### config.mk
export PLATFORM = sky130hd
export DESIGN_NAME = gpm_top
export DESIGN_NICKNAME = d
export VERILOG_FILES = /design/src/core/gpm_pkg.sv /design/src/core/gpm_top.sv
export SDC_FILE = /design/constraint.sdc
export NUM_CORES = 1
export LEC_CHECK = 0
export BUFFER_PORTS_ARGS = -buffer_cell sky130_fd_sc_hd__buf_4
export CORE_UTILIZATION = 48
export DETAILED_ROUTE_END_ITERATION = 10
export PLACE_DENSITY = 0.76
export SLEW_MARGIN = 20
export SYNTH_ARGS = -nofsm -noshare
export SYNTH_HDL_FRONTEND = slang
export SYNTH_SLANG_ARGS = --single-unit
### constraint.sdc
create_clock -name CLK -period 2.2 [get_ports CLK]
set_input_delay 0.44 -clock CLK [delete_from_list [all_inputs] [get_ports CLK]]
set_output_delay 0.44 -clock CLK [all_outputs]
set_load 0.005 [all_outputs]
### src/core/gpm_pkg.sv
// =====================================================================
// Shared constants for the port-4 data / port-5 function-select block
// =====================================================================
package gpm_pkg;

  // =====================================================================
  // Register byte addresses
  // =====================================================================
  localparam logic [31:0] GPM_P4_DIR_ADR = 32'hfff83044;  // Port-4 direction
  localparam logic [31:0] GPM_P4_OUT_ADR = 32'hfff83048;  // port4_output_value
  localparam logic [31:0] GPM_P4_IN_ADR  = 32'hfff8304c;  // port4_pin_level
  localparam logic [31:0] GPM_P5_CFG_ADR = 32'hfff83050;  // port5_function_select
  localparam logic [31:0] GPM_P5_DIR_ADR = 32'hfff83054;  // Port-5 output enables
  localparam logic [31:0] GPM_P5_OUT_ADR = 32'hfff83058;  // Port-5 data output
  localparam logic [31:0] GPM_P5_IN_ADR  = 32'hfff8305c;  // Port-5 pin levels

  // =====================================================================
  // Field positions and widths
  // =====================================================================
  localparam int GPM_P4_BIT    = 10;  // The single port-4 bit
  localparam int GPM_P5_PINS   = 13;  // Pins on port 5
  localparam int GPM_FIELD_W   = 2;   // Width of one function field
  localparam int GPM_CFG_BITS  = 26;  // Implemented function-select bits

  // =====================================================================
  // Reset values
  // =====================================================================
  localparam logic        GPM_P4_OUT_RST = 1'h0;
  localparam logic        GPM_P4_DIR_RST = 1'h0;
  localparam logic [25:0] GPM_P5_CFG_RST = 26'h0000000;
  localparam logic [12:0] GPM_P5_DIR_RST = 13'h0000;
  localparam logic [12:0] GPM_P5_OUT_RST = 13'h0000;

  // =====================================================================
  // Function codes of one port-5 field
  // =====================================================================
  localparam logic [1:0] GPM_FN_GPIO = 2'h0;  // Plain bidirectional I/O
  localparam logic [1:0] GPM_FN_ALT1 = 2'h1;
  localparam logic [1:0] GPM_FN_ALT2 = 2'h2;
  localparam logic [1:0] GPM_FN_ALT3 = 2'h3;

  // =====================================================================
  // Whole block state
  // =====================================================================
  typedef struct packed {
    logic        ack;         // Bus answer
    logic [31:0] rdata;       // Read data
    logic        p4_out_val;  // Stored port-4 output bit
    logic        p4_dir;      // Port-4 output enable
    logic [25:0] p5_cfg;      // Function fields
    logic [12:0] p5_dir;      // Port-5 output enables
    logic [12:0] p5_out_val;  // Port-5 output data
    logic        p4_s1;       // Port-4 synchroniser
    logic        p4_s2;
    logic        p4_s3;
    logic        p4_lvl;      // Accepted port-4 level
    logic [12:0] p5_s1;       // Port-5 synchronisers
    logic [12:0] p5_s2;
    logic [12:0] p5_s3;
    logic [12:0] p5_lvl;      // Accepted port-5 levels
    logic        p4_pin_o;
    logic        p4_pin_oe;
    logic [12:0] p5_pin_o;
    logic [12:0] p5_pin_oe;
    logic        ser1_rx;
    logic        ser2_rx;
    logic        ser1_cts;
    logic        kbd_din;
    logic        tw0_clk_in;
    logic        tw0_dat_in;
    logic        tw1_clk_in;
    logic        tw1_dat_in;
    logic        ssp_rx;
    logic        irq0_n;
    logic        irq1_n;
    logic        usb_ovc;
  } gpm_state_t;

endpackage

### src/core/gpm_top.sv
// Decided for this implementation: the Wishbone interface to the registers.
`timescale 1ns/10ps
// Contract
// - Port-4 output bit drives pin when output
// - Only bit 10 of port-4 output stores
// - Port-4 output register resets to zero
// - Port-4 input bit shows live pin level
// - Port-4 input reserved bits read zero
// - Thirteen two-bit fields, reset zero
// - Code 00 selects plain I/O, default
// - Pin 0 code 01 outputs serial0 transmit
// - Pin 3 code 01 inputs serial1 receive
// - Pin 4: serial2 tx, serial1_clear_to_send, keyboard clock
// - Pin 5: serial2 rx, serial1_request_to_send, keyboard data
// - Pin 6: twowire0 clock, frame, output A
// - Pin 7: twowire0 data, sync tx, output B
// - Pin 8: twowire1 clock, sync clock, row2
// - Pin 9: twowire1 data, sync rx, row3
// - Pin 10: watchdog, USB power enable
// - Pins 11/12: interrupts, USB overcurrent
// - Port-5 enables act only in I/O mode
module gpm_top
  import gpm_pkg::*;
(
  input  wire logic        CLK,
  input  wire logic        SYS_RST,
  input  wire logic        WB_CYC_I,
  input  wire logic        WB_STB_I,
  input  wire logic        WB_WE_I,
  input  wire logic [31:0] WB_ADR_I,
  input  wire logic [3:0]  WB_SEL_I,
  input  wire logic [31:0] WB_DAT_I,
  output logic             WB_ACK_O,
  output logic      [31:0] WB_DAT_O,
  input  wire logic        PORT4_PIN_IN,
  output logic             PORT4_PIN_OUT,
  output logic             PORT4_PIN_OE,
  input  wire logic [12:0] PORT5_PIN_IN,
  output logic      [12:0] PORT5_PIN_OUT,
  output logic      [12:0] PORT5_OUTPUT_ENABLES,
  input  wire logic        SERIAL0_TX,
  input  wire logic        SERIAL2_TX,
  input  wire logic        SERIAL1_REQUEST_TO_SEND,
  input  wire logic        KEYBOARD_PORT_CLOCK,
  input  wire logic        KEYBOARD_PORT_DATA_OUT,
  input  wire logic        KEYBOARD_PORT_DATA_OE,
  input  wire logic        TWOWIRE0_CLOCK_OUT,
  input  wire logic        TWOWIRE0_CLOCK_OE,
  input  wire logic        TWOWIRE0_DATA_OUT,
  input  wire logic        TWOWIRE0_DATA_OE,
  input  wire logic        TWOWIRE1_CLOCK_OUT,
  input  wire logic        TWOWIRE1_CLOCK_OE,
  input  wire logic        TWOWIRE1_DATA_OUT,
  input  wire logic        TWOWIRE1_DATA_OE,
  input  wire logic        SYNC_SERIAL_FRAME,
  input  wire logic        SYNC_SERIAL_TX,
  input  wire logic        SYNC_SERIAL_CLOCK,
  input  wire logic        OUTPUT_A,
  input  wire logic        OUTPUT_B,
  input  wire logic        KEYPAD_ROW_2,
  input  wire logic        KEYPAD_ROW_3,
  input  wire logic        WATCHDOG_OUT_N,
  input  wire logic        USB_POWER_ENABLE,
  output logic             SERIAL1_RX,
  output logic             SERIAL2_RX,
  output logic             SERIAL1_CLEAR_TO_SEND,
  output logic             KEYBOARD_PORT_DATA_IN,
  output logic             TWOWIRE0_CLOCK_IN,
  output logic             TWOWIRE0_DATA_IN,
  output logic             TWOWIRE1_CLOCK_IN,
  output logic             TWOWIRE1_DATA_IN,
  output logic             SYNC_SERIAL_RX,
  output logic             EXT_INTERRUPT0_N,
  output logic             EXT_INTERRUPT1_N,
  output logic             USB_OVERCURRENT_IN
);

  // =====================================================================
  // State and helpers
  // =====================================================================
  gpm_state_t  r;        // Registered state
  gpm_state_t  next_r;   // Next state
  logic        req;      // New bus request not yet answered
  logic        wr;       // Write takes effect at this edge
  logic [31:0] wmask;    // Byte-lane mask from select
  logic [31:0] rd;       // Read value for the addressed word
  logic [1:0]  fn [13];  // Decoded function code per pin
  logic [31:0] m_cfg;    // Byte-merged write word, function select
  logic [31:0] m_dir;    // Byte-merged write word, port-5 enables
  logic [31:0] m_out;    // Byte-merged write word, port-5 data

  // Apply byte enables to a stored word
  function automatic logic [31:0] merge(input logic [31:0] old, input logic [31:0] val,
                                        input logic [31:0] m);
    merge = (old & ~m) | (val & m);
  endfunction

  // Address match on whole words
  function automatic logic hit(input logic [31:0] a, input logic [31:0] off);
    hit = (a[31:2] == off[31:2]);
  endfunction

  // =====================================================================
  // Next-state logic
  // =====================================================================
  // One process computes every next value; the bus, the synchronisers and
  // the pin multiplexers all live here so the state stays one struct.
  always_comb begin
    next_r = r;
    req    = WB_CYC_I && WB_STB_I && !r.ack;
    // Writes land on the edge where the master sees ack high
    wr     = WB_CYC_I && WB_STB_I && WB_WE_I && r.ack;
    wmask  = {{8{WB_SEL_I[3]}}, {8{WB_SEL_I[2]}}, {8{WB_SEL_I[1]}}, {8{WB_SEL_I[0]}}};
    // Merging works on whole words; only the implemented low bits are kept later
    m_cfg  = merge({6'h00, r.p5_cfg}, WB_DAT_I, wmask);
    m_dir  = merge({19'h00000, r.p5_dir}, WB_DAT_I, wmask);
    m_out  = merge({19'h00000, r.p5_out_val}, WB_DAT_I, wmask);
    for (int i = 0; i < GPM_P5_PINS; i++) begin
      fn[i] = r.p5_cfg[GPM_FIELD_W*i +: GPM_FIELD_W];
    end

    // Read value; unused and reserved bits stay zero
    rd = 32'h00000000;
    if (hit(WB_ADR_I, GPM_P4_OUT_ADR)) begin
      rd[GPM_P4_BIT] = r.p4_out_val;
    end else if (hit(WB_ADR_I, GPM_P4_IN_ADR)) begin
      rd[GPM_P4_BIT] = r.p4_lvl;
    end else if (hit(WB_ADR_I, GPM_P4_DIR_ADR)) begin
      rd[GPM_P4_BIT] = r.p4_dir;
    end else if (hit(WB_ADR_I, GPM_P5_CFG_ADR)) begin
      rd[GPM_CFG_BITS-1:0] = r.p5_cfg;
    end else if (hit(WB_ADR_I, GPM_P5_DIR_ADR)) begin
      rd[GPM_P5_PINS-1:0] = r.p5_dir;
    end else if (hit(WB_ADR_I, GPM_P5_OUT_ADR)) begin
      rd[GPM_P5_PINS-1:0] = r.p5_out_val;
    end else if (hit(WB_ADR_I, GPM_P5_IN_ADR)) begin
      rd[GPM_P5_PINS-1:0] = r.p5_lvl;
    end

    // Ack one cycle after the request, then drop; unmapped reads give zero
    next_r.ack = req;
    if (req) begin
      next_r.rdata = rd;
    end

    // Register writes; writes to unmapped words are accepted and dropped
    if (wr) begin
      if (hit(WB_ADR_I, GPM_P4_OUT_ADR)) begin
        next_r.p4_out_val = wmask[GPM_P4_BIT] ? WB_DAT_I[GPM_P4_BIT] : r.p4_out_val;
      end
      if (hit(WB_ADR_I, GPM_P4_DIR_ADR)) begin
        next_r.p4_dir = wmask[GPM_P4_BIT] ? WB_DAT_I[GPM_P4_BIT] : r.p4_dir;
      end
      if (hit(WB_ADR_I, GPM_P5_CFG_ADR)) begin
        next_r.p5_cfg = m_cfg[GPM_CFG_BITS-1:0];
      end
      if (hit(WB_ADR_I, GPM_P5_DIR_ADR)) begin
        next_r.p5_dir = m_dir[GPM_P5_PINS-1:0];
      end
      if (hit(WB_ADR_I, GPM_P5_OUT_ADR)) begin
        next_r.p5_out_val = m_out[GPM_P5_PINS-1:0];
      end
    end

    // Pin synchronisers: a level is accepted once stages two and three agree
    next_r.p4_s1 = PORT4_PIN_IN;
    next_r.p4_s2 = r.p4_s1;
    next_r.p4_s3 = r.p4_s2;
    if (r.p4_s2 == r.p4_s3) begin
      next_r.p4_lvl = r.p4_s3;
    end
    next_r.p5_s1 = PORT5_PIN_IN;
    next_r.p5_s2 = r.p5_s1;
    next_r.p5_s3 = r.p5_s2;
    for (int i = 0; i < GPM_P5_PINS; i++) begin
      if (r.p5_s2[i] == r.p5_s3[i]) begin
        next_r.p5_lvl[i] = r.p5_s3[i];
      end
    end

    // Port-4 pin is always plain I/O here
    next_r.p4_pin_o  = r.p4_out_val;
    next_r.p4_pin_oe = r.p4_dir;

    // Port-5 default: plain I/O for code 00, pin released otherwise.
    // Reserved codes leave the pin undriven, the safest choice for a board.
    for (int i = 0; i < GPM_P5_PINS; i++) begin
      next_r.p5_pin_o[i]  = r.p5_out_val[i];
      next_r.p5_pin_oe[i] = (fn[i] == GPM_FN_GPIO) && r.p5_dir[i];
    end

    // Pin 0
    if (fn[0] == GPM_FN_ALT1) begin
      next_r.p5_pin_o[0]  = SERIAL0_TX;
      next_r.p5_pin_oe[0] = 1'b1;
    end
    // Pin 4
    unique case (fn[4])
      GPM_FN_ALT1: begin
        next_r.p5_pin_o[4]  = SERIAL2_TX;
        next_r.p5_pin_oe[4] = 1'b1;
      end
      GPM_FN_ALT3: begin
        next_r.p5_pin_o[4]  = KEYBOARD_PORT_CLOCK;
        next_r.p5_pin_oe[4] = 1'b1;
      end
      GPM_FN_GPIO, GPM_FN_ALT2: begin
        // Plain I/O or clear-to-send input
      end
    endcase
    // Pin 5
    unique case (fn[5])
      GPM_FN_ALT2: begin
        next_r.p5_pin_o[5]  = SERIAL1_REQUEST_TO_SEND;
        next_r.p5_pin_oe[5] = 1'b1;
      end
      GPM_FN_ALT3: begin
        next_r.p5_pin_o[5]  = KEYBOARD_PORT_DATA_OUT;
        next_r.p5_pin_oe[5] = KEYBOARD_PORT_DATA_OE;
      end
      GPM_FN_GPIO, GPM_FN_ALT1: begin
        // Plain I/O or serial2 receive input
      end
    endcase
    // Pins 6 to 9 share one layout: two-wire line, sync serial, third output
    unique case (fn[6])
      GPM_FN_ALT1: begin
        next_r.p5_pin_o[6]  = TWOWIRE0_CLOCK_OUT;
        next_r.p5_pin_oe[6] = TWOWIRE0_CLOCK_OE;
      end
      GPM_FN_ALT2: begin
        next_r.p5_pin_o[6]  = SYNC_SERIAL_FRAME;
        next_r.p5_pin_oe[6] = 1'b1;
      end
      GPM_FN_ALT3: begin
        next_r.p5_pin_o[6]  = OUTPUT_A;
        next_r.p5_pin_oe[6] = 1'b1;
      end
      GPM_FN_GPIO: begin
      end
    endcase
    unique case (fn[7])
      GPM_FN_ALT1: begin
        next_r.p5_pin_o[7]  = TWOWIRE0_DATA_OUT;
        next_r.p5_pin_oe[7] = TWOWIRE0_DATA_OE;
      end
      GPM_FN_ALT2: begin
        next_r.p5_pin_o[7]  = SYNC_SERIAL_TX;
        next_r.p5_pin_oe[7] = 1'b1;
      end
      GPM_FN_ALT3: begin
        next_r.p5_pin_o[7]  = OUTPUT_B;
        next_r.p5_pin_oe[7] = 1'b1;
      end
      GPM_FN_GPIO: begin
      end
    endcase
    unique case (fn[8])
      GPM_FN_ALT1: begin
        next_r.p5_pin_o[8]  = TWOWIRE1_CLOCK_OUT;
        next_r.p5_pin_oe[8] = TWOWIRE1_CLOCK_OE;
      end
      GPM_FN_ALT2: begin
        next_r.p5_pin_o[8]  = SYNC_SERIAL_CLOCK;
        next_r.p5_pin_oe[8] = 1'b1;
      end
      GPM_FN_ALT3: begin
        next_r.p5_pin_o[8]  = KEYPAD_ROW_2;
        next_r.p5_pin_oe[8] = 1'b1;
      end
      GPM_FN_GPIO: begin
      end
    endcase
    unique case (fn[9])
      GPM_FN_ALT1: begin
        next_r.p5_pin_o[9]  = TWOWIRE1_DATA_OUT;
        next_r.p5_pin_oe[9] = TWOWIRE1_DATA_OE;
      end
      GPM_FN_ALT3: begin
        next_r.p5_pin_o[9]  = KEYPAD_ROW_3;
        next_r.p5_pin_oe[9] = 1'b1;
      end
      GPM_FN_GPIO, GPM_FN_ALT2: begin
        // Plain I/O or sync serial receive input
      end
    endcase
    // Pin 10
    if (fn[10] == GPM_FN_ALT1) begin
      next_r.p5_pin_o[10]  = WATCHDOG_OUT_N;
      next_r.p5_pin_oe[10] = 1'b1;
    end else if (fn[10] == GPM_FN_ALT2) begin
      next_r.p5_pin_o[10]  = USB_POWER_ENABLE;
      next_r.p5_pin_oe[10] = 1'b1;
    end

    // Inputs to peripherals; deselected lines rest at their idle level
    next_r.ser1_rx    = (fn[3] == GPM_FN_ALT1) ? r.p5_lvl[3] : 1'b1;
    next_r.ser1_cts   = (fn[4] == GPM_FN_ALT2) ? r.p5_lvl[4] : 1'b1;
    next_r.ser2_rx    = (fn[5] == GPM_FN_ALT1) ? r.p5_lvl[5] : 1'b1;
    next_r.kbd_din    = (fn[5] == GPM_FN_ALT3) ? r.p5_lvl[5] : 1'b1;
    next_r.tw0_clk_in = (fn[6] == GPM_FN_ALT1) ? r.p5_lvl[6] : 1'b1;
    next_r.tw0_dat_in = (fn[7] == GPM_FN_ALT1) ? r.p5_lvl[7] : 1'b1;
    next_r.tw1_clk_in = (fn[8] == GPM_FN_ALT1) ? r.p5_lvl[8] : 1'b1;
    next_r.tw1_dat_in = (fn[9] == GPM_FN_ALT1) ? r.p5_lvl[9] : 1'b1;
    next_r.ssp_rx     = (fn[9] == GPM_FN_ALT2) ? r.p5_lvl[9] : 1'b0;
    next_r.irq0_n     = (fn[11] == GPM_FN_ALT1) ? r.p5_lvl[11] : 1'b1;
    next_r.irq1_n     = (fn[12] == GPM_FN_ALT1) ? r.p5_lvl[12] : 1'b1;
    next_r.usb_ovc    = (fn[12] == GPM_FN_ALT2) ? r.p5_lvl[12] : 1'b0;

    // Synchronous reset: everything clear, active-low and idle-high lines high
    if (SYS_RST) begin
      next_r            = '0;
      next_r.p4_out_val = GPM_P4_OUT_RST;
      next_r.p4_dir     = GPM_P4_DIR_RST;
      next_r.p5_cfg     = GPM_P5_CFG_RST;
      next_r.p5_dir     = GPM_P5_DIR_RST;
      next_r.p5_out_val = GPM_P5_OUT_RST;
      next_r.ser1_rx    = 1'b1;
      next_r.ser1_cts   = 1'b1;
      next_r.ser2_rx    = 1'b1;
      next_r.kbd_din    = 1'b1;
      next_r.tw0_clk_in = 1'b1;
      next_r.tw0_dat_in = 1'b1;
      next_r.tw1_clk_in = 1'b1;
      next_r.tw1_dat_in = 1'b1;
      next_r.irq0_n     = 1'b1;
      next_r.irq1_n     = 1'b1;
    end
  end

  // =====================================================================
  // State register
  // =====================================================================
  always_ff @(posedge CLK) begin
    r <= next_r;
  end

  // =====================================================================
  // Outputs, each straight from a flip-flop
  // =====================================================================
  assign WB_ACK_O              = r.ack;
  assign WB_DAT_O              = r.rdata;
  assign PORT4_PIN_OUT         = r.p4_pin_o;
  assign PORT4_PIN_OE          = r.p4_pin_oe;
  assign PORT5_PIN_OUT         = r.p5_pin_o;
  assign PORT5_OUTPUT_ENABLES  = r.p5_pin_oe;
  assign SERIAL1_RX            = r.ser1_rx;
  assign SERIAL2_RX            = r.ser2_rx;
  assign SERIAL1_CLEAR_TO_SEND = r.ser1_cts;
  assign KEYBOARD_PORT_DATA_IN = r.kbd_din;
  assign TWOWIRE0_CLOCK_IN     = r.tw0_clk_in;
  assign TWOWIRE0_DATA_IN      = r.tw0_dat_in;
  assign TWOWIRE1_CLOCK_IN     = r.tw1_clk_in;
  assign TWOWIRE1_DATA_IN      = r.tw1_dat_in;
  assign SYNC_SERIAL_RX        = r.ssp_rx;
  assign EXT_INTERRUPT0_N      = r.irq0_n;
  assign EXT_INTERRUPT1_N      = r.irq1_n;
  assign USB_OVERCURRENT_IN    = r.usb_ovc;
endmodule

; ---- Word level (Yosys, flattened, before mapping)
; Index checks and enable logic that the tools add are counted.
[op_classes]
n_eq_ne = 46
n_mux = 32
bitwise = 20
reduce_logical = 52
[op_table]
columns = cell, count
row1 = $eq A30 B30 Y1 const B, 7
row2 = $mux W13, 5
row3 = $and A26 B26 Y26, 2
row4 = $mux W15, 3
row5 = $reduce_or A2 Y1, 16
row6 = $mux W10, 3
row7 = $eq A2 B2 Y1 const B, 14
row8 = $and A13 B13 Y13, 2
row9 = $logic_not A2 Y1, 13
row10 = $not A26 Y26, 1
row11 = $or A13 B13 Y13, 2
row12 = $or A26 B26 Y26, 1
row13 = $eq A2 B1 Y1 const B, 11
row14 = $logic_and A1 B1 Y1, 17
row15 = $pmux W1 S2, 8
row16 = $eq A1 B1 Y1, 14
row17 = $not A1 Y1, 12
row18 = $mux W1, 10
row19 = $pmux W1 S3, 3
row20 = $reduce_and A2 Y1, 3
row21 = $reduce_and A3 Y1, 2
row22 = $logic_not A1 Y1, 1
[totals]
register_bits = 177
input_bits = 110
out_inout_bits = 73
word_cells = 193

; ---- Depth between registers and ports, before layout
[logic_depth]
ltp_word = 8
depth_mapped = 7
mapped_depth_nobuf = 4

; ---- Least setup slack after synthesis
; Ideal clock, no wire load.
[synth_timing]
kind = input port to flip-flop
startpoint = input port WB_ADR_I[5]
endpoint = register with a tool-made name
setup_ns = 0.122
t_arrival_ns = 2.045
required_time_ns = 2.078
setup_slack_ns = 0.032
cell_stages = 6
cell_sequence = nand4b_1 -> or4_1 -> buf_2 -> or4_1 -> buf_2 -> mux2i_1
[synth_rtl]
columns = element, line
row1 = start: declaration, gpm_top.sv:30  ; input wire logic [31:0] WB_ADR_I,

==> metrics.md <==
| Metric | Value |
|---|---|
| Count of max-cap constraint violations | `0` |
| Count of buffering cells on the critical path with inverters included | `1` |
| Final worst path period share | `92.29%` |
| Post-synth top area share | `48.99%` |
| Peak supply drop | `0.4794 mV` |
| CTS resizes | `0` |
| CTS tree | `yes` |
| Kind of capture point of the worst setup path | `register` |
| Worst-case headroom to the max-slew limit | `54.18%` |
| Combinational power share | `5.4%` |
| Routability congestion estimate | `0.8429` |
| GRT Util Overall | `23.22%` |
| Antenna violations before repair | `0` |
| Path type of the worst min-delay path | `in2reg` |
| Final number of setup-violating endpoints | `0` |
| Congestion Overflow GR | `0` |
| Drt total wl | `17930 um` |
| Clock slew seen by the registers of the worst setup and hold paths | `0.06 ns` |
| Boundary pin count | `183` |
| Unrepaired setup endpoints after global routing | `false` |
| Master cell of the clock root buffer | `clkbuf_16` |
| Setup bufs post-CTS | `0` |
| Fin. max-slew vios | `0` |
| Post-synthesis cell type with the largest combined area | `dfxtp_1` |
| Final worst slack | `0.1697 ns` |
| Switching power as a share of total power | `20.33%` |
| Cell-by-cell trace of the critical path | `buf_4, nand4b_1, or4_1, or4_1, mux2i_1` |
| Ratio of cells with drive above 1 in the final layout | `31.88%` |
| Vias | `5564` |
| Register bit total from synthesis | `177` |
| Setup slack at placement | `-0.2724 ns` |
| Area delta synth->final | `24.15%` |
| Fillcell total | `1191` |
| Power dissipated by switching net loads | `0.001376 W` |
| Total area of multi-input combinational cells | `0.003014 mm^2` |
| Seq. cell area | `0.003543 mm^2` |
| Post-synthesis cell count | `697` |
| Maximum clock path buffer count | `2` |
| Launch instance of the worst min-delay path | `PORT5_PIN_IN[0]` |
| Clock network latency to the later pin of the worst-skew pair | `0.43 ns` |
| Clk network pwr share | `46.6%` |
| CP top delay family | `simple AND/OR/NAND/NOR gates` |
| Clock tree sinks | `177` |
| Via count of the first global-routing pass | `5534` |
| Cell with the most instances after synthesis | `dfxtp_1` |
| Critical Path AT | `2.34 ns` |
| Number of port buffers | `168` |
| Detailed router's first-iteration violation count | `464` |
| Critical Path Slowest Stage Cell | `or4_1` |
| Worst setup path start | `WB_ADR_I[5]` |
| Floorplan row count | `44` |
| Main area contributors after synthesis | `dfxtp_1 (49%), mux2i_1 (8.0%), buf_4 (6.0%), nor2b_1 (4.3%), nand2b_1 (3.6%)` |
| Count of nets after finishing | `926` |
| Drt drc | `16` |
| Top cell types by occurrence after synthesis | `dfxtp_1 (177), buf_4 (58), mux2i_1 (58)` |
| Diode count | `0` |
| Critical R2R Launch | `WB_ACK_O` |
| Initial standard-cell utilization of the core | `49.39%` |
| Max Clock Skew | `0.007209 ns` |
| Cell repeated most along the worst path | `or4_1` |
| Kind of launch point of the worst setup path | `input pin` |
| Critical setup path kind | `in2reg` |
| Timing-limited maximum frequency | `0.4925 GHz` |
| Vertical extent of the die | `124.8 um` |
| Total leakage power | `3.796 nW` |
| Die outline area | `0.01556 mm^2` |
| Number of detailed-route iterations in the first pass | `8` |
| Required @ worst endpoint | `2.51 ns` |
| Predominant post-synthesis flop cell | `dfxtp_1` |
| Time the worst path needs with I/O delays and setup | `2.030 ns` |
| Number of enable-type register cells in the synthesized netlist | `0` |
| Quantity of hold-fixing buffers added after cts | `0` |
| Half-perimeter wire length after detailed placement | `13010 um` |
| Netlist area before placement | `0.007233 mm^2` |
| Final hold vios | `0` |
| Pin count of the biggest net entering global routing | `35` |
| Crit path max fanout | `6` |
| Antenna Nets Post-Route | `0` |
| Average cell area after synthesis | `10.38 um^2` |
| Area of the core | `0.01464 mm^2` |
| Yosys Warn Count | `0` |
| Failing checks | `DRC` |
| Stage delay of the slowest cell on the critical path | `0.74 ns` |
| Vias per std cell | `5.498` |
| Proportion of register bits with asynchronous set or reset after synthesis | `0%` |
| Power Dens Cells | `753.8 mW/mm^2` |
| Part of the total power dissipated in sequential elements | `48.0%` |
| Wire per inst | `17.72 um` |
| Sequential element share of the synthesized area | `48.99%` |
| Clock H-tree levels | `4` |
| Wire length of the first global-routing pass | `28230 um` |
| Number of distinct library cells after synthesis | `50` |
| Status | `finished, violations left` |
| Internal power | `0.005393 W` |
| Total CTS buffers | `17` |
| Least-Margin Pin Slew | `0.6821 ns` |
| Die X-Extent | `124.8 um` |
| Setup TNS | `0 ns` |
-- logic make-up (layout without fill, tap and decap cells) --
logic type | count (synthesis) | count (layout) | share of synthesized area [%]
mux | 63 | 63 | 9.428
flops | 177 | 177 | 48.99
compound gates | 119 | 119 | 11.45
buf+inv | 114 | 240 | 9.635
other cells | 1 | 6 | 0.05184
simple gates | 223 | 223 | 20.45
-- routing by layer --
metal	wire (um)	GRT usage, %	vias up
met5	0	0	-
met4	568	12.13	0
met3	1119	5.670	48
met2	8896	39.06	216
met1	7348	27.39	2659
li1	-	-	2641
-- area by class of cell --
type	instances	area share, %
multi-input combinational	411	33.57
clock buffer	22	5.169
clock inverter	9	1.728
sequential	177	39.46
timing repair buffer	200	17.14
inverter	9	0.3762
tap	184	2.564
-- layout by cell type, fill, tap and decap left out, types with 5 or more instances in the layout --
cell type  instances
mux2i_1           58
inv_1              9
nand4b_1          12
nand4_1           20
o21ai_0           16
o31ai_1           25
conb_1             6
nor2b_1           50
nor4b_1            6
dfxtp_1          177
buf_4            197
nor2_1            17
a22o_1            13
nor3_1             5
a2bb2oi_1         13
a21oi_1           30
clkbuf_16         17
nand2_1           22
o2bb2ai_1         12
nand2b_1          42
or4b_2             8
a211oi_1           9
or2b_2            12
-- per-stage QoR --
| step | util (%) | std cells | instance area [um^2] | hold WS, ns | total power (W) |
|---|---|---|---|---|---|
| after floorplan | - | 702 | 7252 | 0.4138 | 0.003485 |
| after global placement | 57.09 | 981 | 8361 | 0.4187 | 0.003672 |
| after detailed placement | 57.09 | 981 | 8361 | 0.4254 | 0.003685 |
| after CTS | 61.32 | 1012 | 8980 | 0.2087 | 0.006819 |
| after global routing | 61.32 | 1012 | 8980 | 0.2104 | 0.006963 |
| final | 61.32 | 1012 | 8980 | 0.2166 | 0.006769 |
-- power by group through the flow --
stage                     registers (W)  logic (W)  clock network, W
final                           0.00325   0.000366           0.00315
after floorplan                 0.00332   0.000169                 0
after global placement          0.00332   0.000353                 0
after CTS                       0.00325   0.000365           0.00320
after global routing            0.00325   0.000391           0.00332
after detailed placement        0.00332   0.000364                 0
-- worst paths after layout --
kind	end	slack, ns	cells past startpoint
setup / recovery	register	0.17	5
hold / removal	r[79]	0.22	2
setup reg to reg	register	0.28	5
hold reg to reg	r[76]	0.44	1
No activity file was read; power rests on OpenSTA's default activity.
